## src/pio_map.svh

```systemverilog
`ifndef PIO_MAP_SVH
`define PIO_MAP_SVH

// ------------------------------------------------------------
// Register byte offsets, one aligned 32-bit word each
// ------------------------------------------------------------
`define ONE_DATA_OFS     6'h00
`define ONE_DIR_OFS      6'h04
`define THREE_DATA_OFS   6'h08
`define THREE_DIR_OFS    6'h0C
`define FOUR_DATA_OFS    6'h10
`define FOUR_DIR_OFS     6'h14
`define PULLUP_OFS       6'h18
`define DRIVE_OFS        6'h1C
`define KEY_EN_OFS       6'h20
`define CONV_CTRL_OFS    6'h24
`define CMP_CTRL_OFS     6'h28
`define TIMER_Z_OFS      6'h2C

// ------------------------------------------------------------
// Implemented bits and field positions
// ------------------------------------------------------------
`define ONE_MASK         8'hFF
`define THREE_MASK       8'hB8
`define FOUR_MASK        8'h20
`define LOW_PINS_MASK    8'h0F
`define PULLUP_BIT       2
`define TZ_CTL_BIT       2

// ------------------------------------------------------------
// Converter channel codes for the four low pins
// ------------------------------------------------------------
`define CH_PIN0          4'h9
`define CH_PIN1          4'hB
`define CH_PIN2          4'hD
`define CH_PIN3          4'hF

// ------------------------------------------------------------
// Timer Z mode codes and reset values
// ------------------------------------------------------------
`define TZ_MODE_PORT     2'h0
`define TZ_MODE_PULSE    2'h1
`define RST_BYTE         8'h00
`define RST_CH           4'h0

`endif

```

## src/pio_pkg.sv

```systemverilog
package pio_pkg;

   // Avalon-MM request from the master
   typedef struct packed {
      logic        read;
      logic        write;
      logic [5:0]  address;
      logic [31:0] writedata;
   } avs_req_t;

   // Pin vector: [7:0] port one, [11:8] port three 3,4,5,7,
   // [12] port four 5
   typedef logic [12:0] pin_vec_t;

   // Whole state of the port block
   typedef struct packed {
      pin_vec_t    sync1;
      pin_vec_t    sync2;
      logic [7:0]  one_lat;
      logic [7:0]  one_dir;
      logic [7:0]  three_lat;
      logic [7:0]  three_dir;
      logic [7:0]  four_lat;
      logic [7:0]  four_dir;
      logic [7:0]  pullup_control_zero;
      logic [3:0]  drive_strength_reg;
      logic [3:0]  key_input_enable_reg;
      logic [3:0]  converter_group_select;
      logic [2:0]  compare_output_control;
      logic [1:0]  timer_z_mode;
      logic        timer_z_output_control;
      logic        waitrequest;
      logic [31:0] readdata;
      pin_vec_t    pin_out;
      pin_vec_t    pin_oe;
      logic [3:0]  high_drive;
      pin_vec_t    pullup_en;
      logic [3:0]  key_level;
      logic [3:0]  analog_route;
   } pio_state_t;

endpackage

```

## src/pio_port.sv

```systemverilog
// Summary of operation
// Every implemented pin has a direction bit: 0 input, 1 output.
// Port data holds an output latch plus a separate pin sampling path.
// Data read returns pin level when direction 0, latch when 1.
// Data writes always update the latch, even in input mode.
// Direction 1 drives the latch value onto the pin.
// Missing port four direction bits read 0; software writes 0.
// Port three data bits 0-2 and 6 read 0; software writes 0.
// Missing port three and four direction bits have no storage.
// Software sets direction 0 when a pin feeds a peripheral input.
// A peripheral output drives its shared pin whatever the direction.
// Shared pull-up bit connects pull-ups on port one pins 0-3 inputs.
// Per-pin drive bit selects high drive on plain outputs 0-3.
// Channel codes 1001b, 1011b route pins 0, 1 to the converter.
// Channel codes 1101b, 1111b route pins 2, 3 to the converter.
// Code 1011b selects pin 1 only while its direction is 0.
// Code 1101b selects pin 2 only while its direction is 0.
// Input pins 0-3 pass level to key logic when key enable is 1.
// Compare control and latch pick compare outputs; timer Z fields pin 3.
//
// Implementation choices: register access over Avalon-MM and the register addresses.
`timescale 1ns/1ps
`include "pio_map.svh"
`default_nettype none

module pio_port
#(
   parameter int CH_W = 4
)
(
   input  wire logic              sys_clk,
   input  wire logic              rst,
   input  wire pio_pkg::avs_req_t avs_req,
   output var  logic [31:0]       readdata,
   output var  logic              waitrequest,
   input  wire pio_pkg::pin_vec_t pin_in,
   output var  pio_pkg::pin_vec_t pin_out,
   output var  pio_pkg::pin_vec_t pin_oe,
   output var  pio_pkg::pin_vec_t pullup_en,
   output var  logic [3:0]        high_drive,
   input  wire logic [2:0]        compare_out_zero,
   input  wire logic              timer_z_output_pin,
   output var  logic [3:0]        key_level,
   output var  logic [3:0]        analog_route
);
   import pio_pkg::*;

   // ------------------------------------------------------------
   // Elaboration check
   // ------------------------------------------------------------
   // The channel codes are four bits wide; other widths cannot decode
   if (CH_W != 4)
   begin : g_bad_width
      $error("CH_W must be 4");
   end

   pio_state_t st;
   pio_state_t next_st;

   // ------------------------------------------------------------
   // Decoding helpers
   // ------------------------------------------------------------
   // Per-bit read mux: pin level in input mode, latch in output mode
   function automatic logic [7:0] port_read(input logic [7:0] dir,
                                            input logic [7:0] lat,
                                            input logic [7:0] lvl,
                                            input logic [7:0] mask);
      port_read = ((dir & lat) | (~dir & lvl)) & mask;
   endfunction

   // Word read of a byte register, upper bits zero
   function automatic logic [31:0] byte_word(input logic [7:0] b);
      byte_word = {24'h000000, b};
   endfunction

   // Port-wide views of the synchronised pin levels
   logic [7:0] one_lvl;
   logic [7:0] three_lvl;
   logic [7:0] four_lvl;
   assign one_lvl   = st.sync2[7:0];
   assign three_lvl = {st.sync2[11], 1'b0, st.sync2[10:8], 3'b000};
   assign four_lvl  = {2'b00, st.sync2[12], 5'b00000};

   // Peripheral take-over of the four low pins
   logic [3:0] periph_act;
   logic [3:0] periph_val;
   logic [3:0] forced_port;
   logic       tz_act;
   logic       tz_forced;
   always_comb
   begin
      tz_act = (st.timer_z_mode == `TZ_MODE_PULSE
                && !st.timer_z_output_control)
               || st.timer_z_mode[1];
      tz_forced = (st.timer_z_mode == `TZ_MODE_PULSE)
                  && st.timer_z_output_control;
      for (int i = 0; i < 3; i++)
      begin
         periph_act[i]  = st.compare_output_control[i]
                          && st.one_lat[i];
         forced_port[i] = st.compare_output_control[i]
                          && !st.one_lat[i];
         periph_val[i]  = compare_out_zero[i];
      end
      periph_act[3]  = tz_act;
      forced_port[3] = tz_forced;
      periph_val[3]  = timer_z_output_pin;
   end

   // ------------------------------------------------------------
   // Next-state logic
   // ------------------------------------------------------------
   logic        req;
   logic        wr_go;
   logic [7:0]  wb;
   pin_vec_t    dir_all;
   pin_vec_t    lat_all;
   logic [CH_W-1:0] ch;
   logic [CH_W-1:0] codes [4];
   assign req     = avs_req.read || avs_req.write;
   assign wr_go   = avs_req.write && !st.waitrequest;
   assign wb      = avs_req.writedata[7:0];
   assign dir_all = {st.four_dir[5], st.three_dir[7], st.three_dir[5:3],
                     st.one_dir};
   assign lat_all = {st.four_lat[5], st.three_lat[7], st.three_lat[5:3],
                     st.one_lat};
   assign ch      = st.converter_group_select;
   assign codes   = '{`CH_PIN0, `CH_PIN1, `CH_PIN2, `CH_PIN3};

   always_comb
   begin
      next_st = st;
      // Two-stage synchroniser on the raw pins
      next_st.sync1 = pin_in;
      next_st.sync2 = st.sync1;

      // One wait cycle per access, then one cycle of acknowledge
      next_st.waitrequest = !(req && st.waitrequest);
      if (avs_req.read && st.waitrequest)
      begin
         unique case (avs_req.address)
            `ONE_DATA_OFS:   next_st.readdata = byte_word(port_read(
                   st.one_dir, st.one_lat, one_lvl, `ONE_MASK));
            `THREE_DATA_OFS: next_st.readdata = byte_word(port_read(
                   st.three_dir, st.three_lat, three_lvl,
                   `THREE_MASK));
            `FOUR_DATA_OFS:  next_st.readdata = byte_word(port_read(
                   st.four_dir, st.four_lat, four_lvl, `FOUR_MASK));
            `ONE_DIR_OFS:    next_st.readdata = byte_word(st.one_dir);
            `THREE_DIR_OFS:  next_st.readdata = byte_word(st.three_dir);
            `FOUR_DIR_OFS:   next_st.readdata = byte_word(st.four_dir);
            `PULLUP_OFS:
               next_st.readdata = byte_word(st.pullup_control_zero);
            `DRIVE_OFS:
               next_st.readdata = {28'h0000000, st.drive_strength_reg};
            `KEY_EN_OFS:
               next_st.readdata = {28'h0000000, st.key_input_enable_reg};
            `CONV_CTRL_OFS:
               next_st.readdata = {28'h0000000, ch};
            `CMP_CTRL_OFS:
               next_st.readdata = {29'h00000000,
                                   st.compare_output_control};
            `TIMER_Z_OFS:
               next_st.readdata = {29'h00000000,
                                   st.timer_z_output_control,
                                   st.timer_z_mode};
            default:         next_st.readdata = 32'h00000000;
         endcase
      end

      // Writes land at the acknowledge edge; missing bits store nothing
      if (wr_go)
      begin
         unique case (avs_req.address)
            `ONE_DATA_OFS:   next_st.one_lat   = wb & `ONE_MASK;
            `THREE_DATA_OFS: next_st.three_lat = wb & `THREE_MASK;
            `FOUR_DATA_OFS:  next_st.four_lat  = wb & `FOUR_MASK;
            `ONE_DIR_OFS:    next_st.one_dir   = wb & `ONE_MASK;
            `THREE_DIR_OFS:  next_st.three_dir = wb & `THREE_MASK;
            `FOUR_DIR_OFS:   next_st.four_dir  = wb & `FOUR_MASK;
            `PULLUP_OFS:     next_st.pullup_control_zero = wb;
            `DRIVE_OFS:      next_st.drive_strength_reg = wb[3:0];
            `KEY_EN_OFS:     next_st.key_input_enable_reg = wb[3:0];
            `CONV_CTRL_OFS:  next_st.converter_group_select = wb[3:0];
            `CMP_CTRL_OFS:   next_st.compare_output_control = wb[2:0];
            `TIMER_Z_OFS:
            begin
               next_st.timer_z_mode           = wb[1:0];
               next_st.timer_z_output_control = wb[`TZ_CTL_BIT];
            end
            default:         next_st.readdata = st.readdata;
         endcase
      end

      // Pin drive: peripherals win, forced port outputs next, then
      // the direction bit; the pull-up only serves undriven pins
      for (int i = 0; i < 13; i++)
      begin
         next_st.pin_out[i] = lat_all[i];
         next_st.pin_oe[i]  = dir_all[i];
         next_st.pullup_en[i] = 1'b0;
      end
      for (int i = 0; i < 4; i++)
      begin
         if (periph_act[i])
         begin
            next_st.pin_out[i] = periph_val[i];
            next_st.pin_oe[i]  = 1'b1;
         end
         else if (forced_port[i])
         begin
            next_st.pin_oe[i] = 1'b1;
         end
         next_st.pullup_en[i] = !next_st.pin_oe[i]
            && st.pullup_control_zero[`PULLUP_BIT];
         next_st.high_drive[i] = next_st.pin_oe[i] && !periph_act[i]
            && st.drive_strength_reg[i];
         next_st.key_level[i] = !next_st.pin_oe[i]
            && st.key_input_enable_reg[i] && st.sync2[i];
         next_st.analog_route[i] = !next_st.pin_oe[i]
            && !st.pullup_control_zero[`PULLUP_BIT]
            && (ch == codes[i]);
      end
   end

   // ------------------------------------------------------------
   // State register
   // ------------------------------------------------------------
   always_ff @(posedge sys_clk)
   begin
      if (rst)
      begin
         st <= '0;
         st.waitrequest <= 1'b1;
         st.converter_group_select <= `RST_CH;
         st.pullup_control_zero <= `RST_BYTE;
      end
      else
      begin
         st <= next_st;
      end
   end

   // Every output straight from the state flops
   assign readdata     = st.readdata;
   assign waitrequest  = st.waitrequest;
   assign pin_out      = st.pin_out;
   assign pin_oe       = st.pin_oe;
   assign pullup_en    = st.pullup_en;
   assign high_drive   = st.high_drive;
   assign key_level    = st.key_level;
   assign analog_route = st.analog_route;
endmodule

`default_nettype wire

```

## config.mk

```make
export PLATFORM = sky130hd
export DESIGN_NAME = pio_port
export DESIGN_NICKNAME = d
export VERILOG_FILES = /design/src/pio_pkg.sv /design/src/pio_port.sv
export VERILOG_INCLUDE_DIRS = /design/src
export SDC_FILE = /design/constraint.sdc
export NUM_CORES = 1
export LEC_CHECK = 0
export BUFFER_PORTS_ARGS = -buffer_cell sky130_fd_sc_hd__buf_2
export CORE_MARGIN = 1.5
export CORE_UTILIZATION = 50
export DETAILED_ROUTE_END_ITERATION = 12
export PLACE_DENSITY = 0.76
export SYNTH_ARGS = -nofsm -noshare
export SYNTH_HDL_FRONTEND = slang
export SYNTH_SLANG_ARGS = --single-unit
```

## constraint.sdc

```tcl
create_clock -name sys_clk -period 1.9 [get_ports sys_clk]
set_input_delay 0.095 -clock sys_clk [delete_from_list [all_inputs] [get_ports sys_clk]]
set_output_delay 0.095 -clock sys_clk [all_outputs]
set_load 0.005 [all_outputs]
```

After elaboration in Yosys (flattened, before gate mapping) --
Cells that the tools add are included.
Word-level totals: register bits 162, output and inout bits 84
Cells by class: eq/ne operators 17, mux-type cells 16, bitwise gates (word level) 12, reduce and logical (&&, ||, !) cells 70
Operators with widths (count):
- $mux 32 | 3
- $pmux 8 s12 | 1
- $logic_and 1x1->1 | 39
- $and 8x8->8 | 4
- $eq 6x5->1 const B | 4
- $eq 6x6->1 const B | 4
- $reduce_and 2->1 | 12
- $eq 4x4->1 const B | 4
- $not 8->8 | 2
- $or 8x8->8 | 2
- $logic_not 1->1 | 15
- $and 6x6->6 | 2
- $eq 6x4->1 const B | 2
- $mux 1 | 12
- $reduce_or 12->1 | 1
- $eq 6x3->1 const B | 1
- $logic_not 6->1 | 1
- $not 6->6 | 1
- $or 6x6->6 | 1
- $eq 2x1->1 const B | 1
- $logic_or 1x1->1 | 2
- $ne 2x2->1 const B | 1

Logic depth before layout (Yosys ltp) --
Gate-level depths: netlist of run 1.
depth after elaboration 7, depth in mapped cells 7, depth with buffers taken out 4

Worst setup path after synthesis of run 1 --
Ideal clock, no wire load.
path kind flip-flop to flip-flop, start reg waitrequest (netlist name), end reg st, in the netlist dir_all[0], library setup time 128 ps, data arrival time 1357 ps, required time 1772 ps, slack 415 ps, stages on the path, launching flop included 6, buffers on the path 1, cell sequence dfxtp_1 nor2b_1 clkbuf_1 nand3_1 mux2i_1 nor2_1
On the way: cells in the longest elaborated chain, start to end 3
Ends and longest elaborated chain:
- $logic_not 1->1 | line pio_port.sv:121 | assign wr_go = avs_req.write && !st.waitrequest;
- $logic_and 1x1->1 | line pio_port.sv:121
- $reduce_and 2->1 (no source line)
- to (signal assigned) | line pio_port.sv:240 | st <= next_st;
- to (decl) | line pio_port.sv:57 | pio_state_t st;
No other way between the ends. A chain may end at the register's enable or synchronous reset.

Worst setup path in the final report of run 1 --
start in avs_req[35] (netlist name), end reg st[109] (netlist name)
On the way: cells in the longest elaborated chain, start to end 2
Ends and longest elaborated chain:
- from (decl) | line pio_port.sv:33 | input wire pio_pkg::avs_req_t avs_req,
- $eq 6x5->1 | line pio_port.sv:174 | unique case (avs_req.address)
- $reduce_and 2->1 (no source line)
No other way between the ends.

==> results of run 1 <==
-- cell usage after synthesis, drive strengths merged --
library cell,count
a211oi,4
a21boi,1
a21o,1
a21oi,24
a31oi,15
and2,1
and3,10
and4b,2
buf,89
clkbuf,24
conb,1
dfxtp,129
inv,2
mux2,4
mux2i,40
mux4,2
nand2,40
nand2b,5
nand3,15
nand3b,1
nand4b,1
nor2,51
nor2b,47
nor3,8
nor4,3
nor4b,3
nor4bb,1
o211ai,2
o21ai,33
o22ai,1
o31ai,1
or3b,7
or4,1
or4b,2
-- power groups by stage --
stage / clock network, W / registers (W) / logic (W)
2_1_floorplan: 0 / 0.00282 / 0.000218
3_3_place_gp: 0 / 0.00282 / 0.000259
3_5_place_dp: 0 / 0.00283 / 0.000264
4_1_cts: 0.00299 / 0.00277 / 0.000310
5_1_grt: 0.00311 / 0.00277 / 0.000344
6_report: 0.00294 / 0.00277 / 0.000314
-- worst max-delay path by stage --
stage	start	to	cells after the start
floorplan	waitrequest$_SDFF_PP1_	dir_all[0]$_SDFFE_PP0P_	5
finish	avs_req[35]	st[109]$_SDFFE_PP0P_	6
global route	avs_req[35]	st[109]$_SDFFE_PP0P_	6
CTS	avs_req[35]	st[109]$_SDFFE_PP0P_	6
global placement	avs_req[33]	readdata[7]$_SDFFE_PP0P_	5
detailed placement	avs_req[33]	dir_all[9]$_SDFFE_PP0P_	5
-- layout make-up --
type                            instances  area (µm²)  share of cell area, %
Clock inverter                         10        87.6                   1.39
Sequential cell                       129        2580                   41.1
Tap cell                              136         170                   2.71
Multi-Input combinational cell        359        2120                   33.8
Timing Repair Buffer                  129         856                   13.6
Clock buffer                           20         455                   7.25
Inverter                                2        7.51                  0.119
-- metal layers --
metal	global-route usage, %	vias up	wire, µm
met1	29.1	1842	5210
met3	3.92	26	991
met2	35.2	215	5600
li1	-	1948	-
met5	0	-	0
met4	13.1	0	353
-- sequential cells by signal (all words and copies together) (netlist names) --
name,cells
key_level,4
st,26
high_drive,4
lat_all,13
one_lvl,8
readdata,8
analog_route,4
pullup_en,4
dir_all,13
four_lvl,1
waitrequest,1
ch,4
pin_out,13
next_st,13
pin_oe,13
-- worst max-delay path, delay by kind of cell --
family                 cells  cell delay, ns
muxes                      1            0.30
and+or+nand+nor            3            0.98
buffers and inverters      2            0.73
-- stage by stage --
stage	worst slack [ns]	power, W	utilization, %
after detailed placement	0.225	0.00309	52.7
final	0.186	0.00603	60.9
after global routing	0.0871	0.00622	60.9
after CTS	0.233	0.00606	60.9
after floorplan	0.415	0.00303	-
after global placement	0.249	0.00308	52.7
-- layout by cell type, fill, tap and decap left out, drive strengths merged, types with 3 or more instances in the layout --
master,n
nor2b,47
conb,33
and3,10
nor4b,3
nand3,15
nor2,51
clkinv,7
a31oi,15
nand2,40
or3b,7
clkbuf,20
a21oi,24
mux2,4
o21ai,33
dfxtp,129
a211oi,4
nand2b,5
dlygate4sd3,30
nor3,8
mux2i,40
buf,99
nor4,3
-- kinds of logic (layout without fill, tap and decap cells) --
group | count (synthesis) | after routing | synth area share [%]
muxes | 46 | 46 | 9.19
buffers and inverters | 115 | 161 | 14.0
DFF | 129 | 129 | 48.4
and+or+nand+nor | 198 | 198 | 19.8
AOI/OAI and AO/OA | 82 | 82 | 8.49
other | 1 | 33 | 0.0703
==> qor.csv, run 1 <==
metric;value;unit
vias per cell;5.14;
routability-driven placement congestion ratio;0.861;
Synth Instances;571;
Worst-Skew Late Latency;0.51;ns
CTS tree;built;
worst-margin pin slew;0.605;ns
antenna cells;0;
DR iter-0 viols;329;
worst min path class;input port to flop;
Hold Worst Slack;0.128;ns
Core Area;0.0103;mm²
average size of a mapped cell;9.34;µm²
Post-Syn Area;0.00534;mm²
# port buffers;85;
non-filler cells, final;785;
worst r2r dst;pin_out[3]$_SDFF_PP0_;
first-pass GRT wire length;19400;µm
post-route cell area;0.00628;mm²
Layout Nets;697;
grt ovf;0;
antenna violations before repair;0;
min cycle time layout;1.71;ns
antenna violation net count after detailed routing;0;
Post-CTS Setup Bufs;0;
PostCTS Resize Cnt;0;
switching share of total power;22.0;%
clock power share;48.8;%
Die Area;0.0113;mm²
CP required;2.30;ns
final wirelength;12100;µm
Netlist cell types;41;
initial core utilization;51.7;%
Area Growth Syn to Fin;17.8;%
worst path cell trace;dlygate4sd3_1 > buf_2 > nor2b_1 > nand3_2 > mux2i_1 > nor2_1;
outcome;completed;
CP max stage delay;0.52;ns
Layout fillers;862;
post-synthesis sequential area ratio;48.4;%
Hold Crit Start;avs_req[36];
startpoint types;input port;
CP endpoint kind;flop;
HPWL after DPL;8220;µm
Die Height;106;µm
Leakage;2.84;nW
peak supply drop;0.439;mV
hold buffer count at CTS;30;
H-tree levels;4;
reg-to-reg slack, setup;0.32;ns
worst path arrival time;2.11;ns
internal power;0.00470;W
Die Wd;106;µm
CTS sink cnt;129;
drt wl/cell;15.5;µm
hold endpoint;readdata[2]$_SDFFE_PP0P_;
post-synth top area cell;dfxtp_1;
register bit total from synthesis;129;
Area after DPL;0.00544;mm²
Sequential Power Share;45.9;%
count of pins over their slew limit;0;
first drt pass iteration count;5;
maximum clock frequency;584;MHz
RSZ-0062 raised after global routing;false;
Power Density;959;mW/mm²
Worst Skew;0.00440;ns
cell count of the worst hold path;5;
DR DRC count;0;
area share of the largest cell type after synthesis;48.4;%
Root Buffer;clkbuf_8;
Ys Warns;0;
vias;4031;
Worst Setup Path Type;input port to flop;
setup_tns;0;ns
R2R cell count;5;
r2r startpoint;st[84]$_SDFFE_PP0P_;
largest net degree at the start of global routing;62;
Tcrit/Tclk final;90.2;%
vias in the first global route;3786;
total CTS buffers;17;
final setup vio count;0;
placed insts;725;
clk buf depth;2;
synth top area cells;dfxtp_1 48%, buf_4 12%, mux2i_1 7.5%, nor2b_1 5.5%, nor2_1 3.6%;
slew margin rel.;59.4;%
final hold violation count;0;
Switch Pwr;0.00133;W
critical path peak fanout;9;
MaxCap Viol Count;0;
row count;37;
GRT Util Overall;22.5;%
Worst-path clk slew;0.06;ns
number of I/O pins;143;
Critical-path top delay cell;dlygate4sd3_1;
part of the power in combinational logic;5.2;%
layout cells sized above 1;22.0;%
Note: power is estimated with default switching activity, not from simulation.
==> run 2: changes to the inputs <==
--- a/config.mk
+++ b/config.mk
@@ -9,8 +9,10 @@
 export BUFFER_PORTS_ARGS = -buffer_cell sky130_fd_sc_hd__buf_2
 export CORE_MARGIN = 1.5
 export CORE_UTILIZATION = 50
+export CTS_CLUSTER_SIZE = 40
 export DETAILED_ROUTE_END_ITERATION = 12
 export PLACE_DENSITY = 0.76
+export RECOVER_POWER = 50
 export SYNTH_ARGS = -nofsm -noshare
 export SYNTH_HDL_FRONTEND = slang
 export SYNTH_SLANG_ARGS = --single-unit
==> qor.csv, run 2 (synthesized netlist as in run 1, its figures left out) <==
metric;value;unit;change
first-pass GRT wire length;19400;µm;unchanged
worst path arrival time;2.13;ns;was 2.11 ns
GRT Util Overall;22.5;%;unchanged
DR iter-0 viols;357;;was 329
total CTS buffers;17;;unchanged
Seq. cell area;0.00258;mm²;unchanged
Tot Pwr;0.00602;W;was 0.00603 W
number of I/O pins;143;;unchanged
slew margin rel.;47.9;%;was 59.4%
post-route setup slack;0.142;ns;was 0.186 ns
Root Buffer;clkbuf_8;;unchanged
Layout fillers;879;;was 862
cell count of the worst hold path;5;;unchanged
Worst Setup Path Type;input port to flop;;unchanged
most frequent cells in the layout;129 x dfxtp_1, 69 x buf_2, 51 x nor2_1, 47 x nor2b_1;;was 129 x dfxtp_1, 85 x buf_2, 51 x nor2_1, 47 x nor2b_1
CP required;2.28;ns;was 2.30 ns
initial core utilization;51.7;%;unchanged
startpoint types;input port;;unchanged
multi-input logic area;0.00212;mm²;unchanged
vias in the first global route;3786;;unchanged
CP endpoint kind;flop;;unchanged
Worst Skew;0.00443;ns;was 0.00440 ns
antenna violation net count after detailed routing;0;;unchanged
routability-driven placement congestion ratio;0.861;;unchanged
Die Wd;106;µm;unchanged
commonest non-fill, non-tap cell in the layout;dfxtp_1;;unchanged
clk buf depth;2;;unchanged
grt ovf;0;;unchanged
Die Area;0.0113;mm²;unchanged
Area Growth Syn to Fin;17.0;%;was 17.8%
RSZ-0062 raised after global routing;false;;unchanged
Setup WS pre-CTS;0.225;ns;unchanged
max reg flops;26;;unchanged
final setup vio count;0;;unchanged
Post-CTS Setup Bufs;0;;unchanged
maximum clock frequency;569;MHz;was 584 MHz
count of pins over their slew limit;0;;unchanged
first drt pass iteration count;5;;unchanged
GRT busiest layer;met2;;unchanged
setup_tns;0;ns;unchanged
vias per cell;5.14;;about the same
CTS tree;built;;unchanged
Layout Utilization;60.5;%;was 60.9%
final hold violation count;0;;unchanged
drt wl/cell;15.5;µm;about the same
grt met3 use;3.92;%;unchanged
Largest Register;st;;unchanged
CTS sink cnt;129;;unchanged
layout cells sized above 1;19.3;%;was 22.0%
antenna violations before repair;0;;unchanged
final wirelength;12200;µm;was 12100 µm
Core Area;0.0103;mm²;unchanged
Worst-path clk slew;0.06;ns;about the same
worst-margin pin slew;0.782;ns;was 0.605 ns
outcome;completed;;unchanged
largest net degree at the start of global routing;62;;unchanged
Area after DPL;0.00544;mm²;unchanged
Leakage;2.76;nW;was 2.84 nW
MaxCap Viol Count;0;;unchanged
Tcrit/Tclk final;92.5;%;was 90.2%
worst min path class;input port to flop;;unchanged
GR Util met2;35.2;%;unchanged
Die Height;106;µm;unchanged
Layout Nets;697;;unchanged
H-tree levels;4;;unchanged
Power Density;965;mW/mm²;was 959 mW/mm²
R2R cell count;5;;unchanged
critical path peak fanout;9;;unchanged
# port buffers;85;;unchanged
post-route cell area;0.00624;mm²;was 0.00628 mm²
vias;4038;;was 4031
DR DRC count;0;;unchanged
row count;37;;unchanged
antenna cells;0;;unchanged
HPWL after DPL;8220;µm;unchanged
min cycle time layout;1.76;ns;was 1.71 ns
Worst-Skew Late Latency;0.52;ns;was 0.51 ns
met1 Resource Use GR;29.1;%;unchanged
peak supply drop;0.439;mV;about the same
run 2: cell types whose count changed in the layout (fill, tap and decap cells not counted):
| cell | previous run | this run |
|---|---|---|
| buf_12 | 2 | 1 |
| buf_2 | 85 | 69 |
| buf_4 | 12 | 10 |
| clkbuf_1 | 0 | 18 |
| clkbuf_4 | 0 | 1 |
run 2: where the power goes:
group          switching (W)  leakage (nW)  total (W)  internal (W)
Combinational       0.000175          1.45   0.000308      0.000133
Sequential         0.0000209          1.05    0.00277       0.00275
Clock                0.00113         0.268    0.00295       0.00181
Total                0.00133          2.76    0.00602       0.00469
run 2: final timing paths:
path	end	from	slack (ns)
setup / recovery	st[109]$_SDFFE_PP0P_	avs_req[35]	0.14
hold / removal	readdata[2]$_SDFFE_PP0P_	avs_req[36]	0.12
setup reg to reg	pin_out[3]$_SDFF_PP0_	st[84]$_SDFFE_PP0P_	0.31
hold reg to reg	four_lvl[5]$_SDFF_PP0_	next_st[170]$_SDFF_PP0_	0.44
run 2: metal layers:
layer  vias up  routed length [µm]
li1       1945                   -
met1      1845                5250
met5         -                   0
met3        33                 916
met2       215                5570
met4         0                 421
run 2: layout make-up:
type | instances | share of cell area (%)
Tap cell | 136 | 2.73
Clock inverter | 10 | 1.40
Multi-Input combinational cell | 359 | 34.0
Sequential cell | 129 | 41.4
Inverter | 2 | 0.120
Clock buffer | 20 | 7.29
Timing Repair Buffer | 129 | 13.1
run 2: stage by stage:
stage | instances | hold WS, ns
2_1_floorplan | 603 | 0.211
3_3_place_gp | 725 | 0.308
3_5_place_dp | 725 | 0.308
4_1_cts | 785 | 0.0952
5_1_grt | 785 | 0.128
6_report | 785 | 0.124
run 2: timing repair:
item | CTS | global route
hold endpoints to repair | 76 | 0
hold buffers | 30 | 0
setup endpoints to repair | 0 | 0
gates resized for setup | 0 | 0
run 2: critical path, cell delays in order:
cell and delay [ns]:
dlygate4sd3_1 0.52, buf_2 0.21, nor2b_1 0.51, nand3_2 0.41, mux2i_1 0.31, nor2_1 0.08
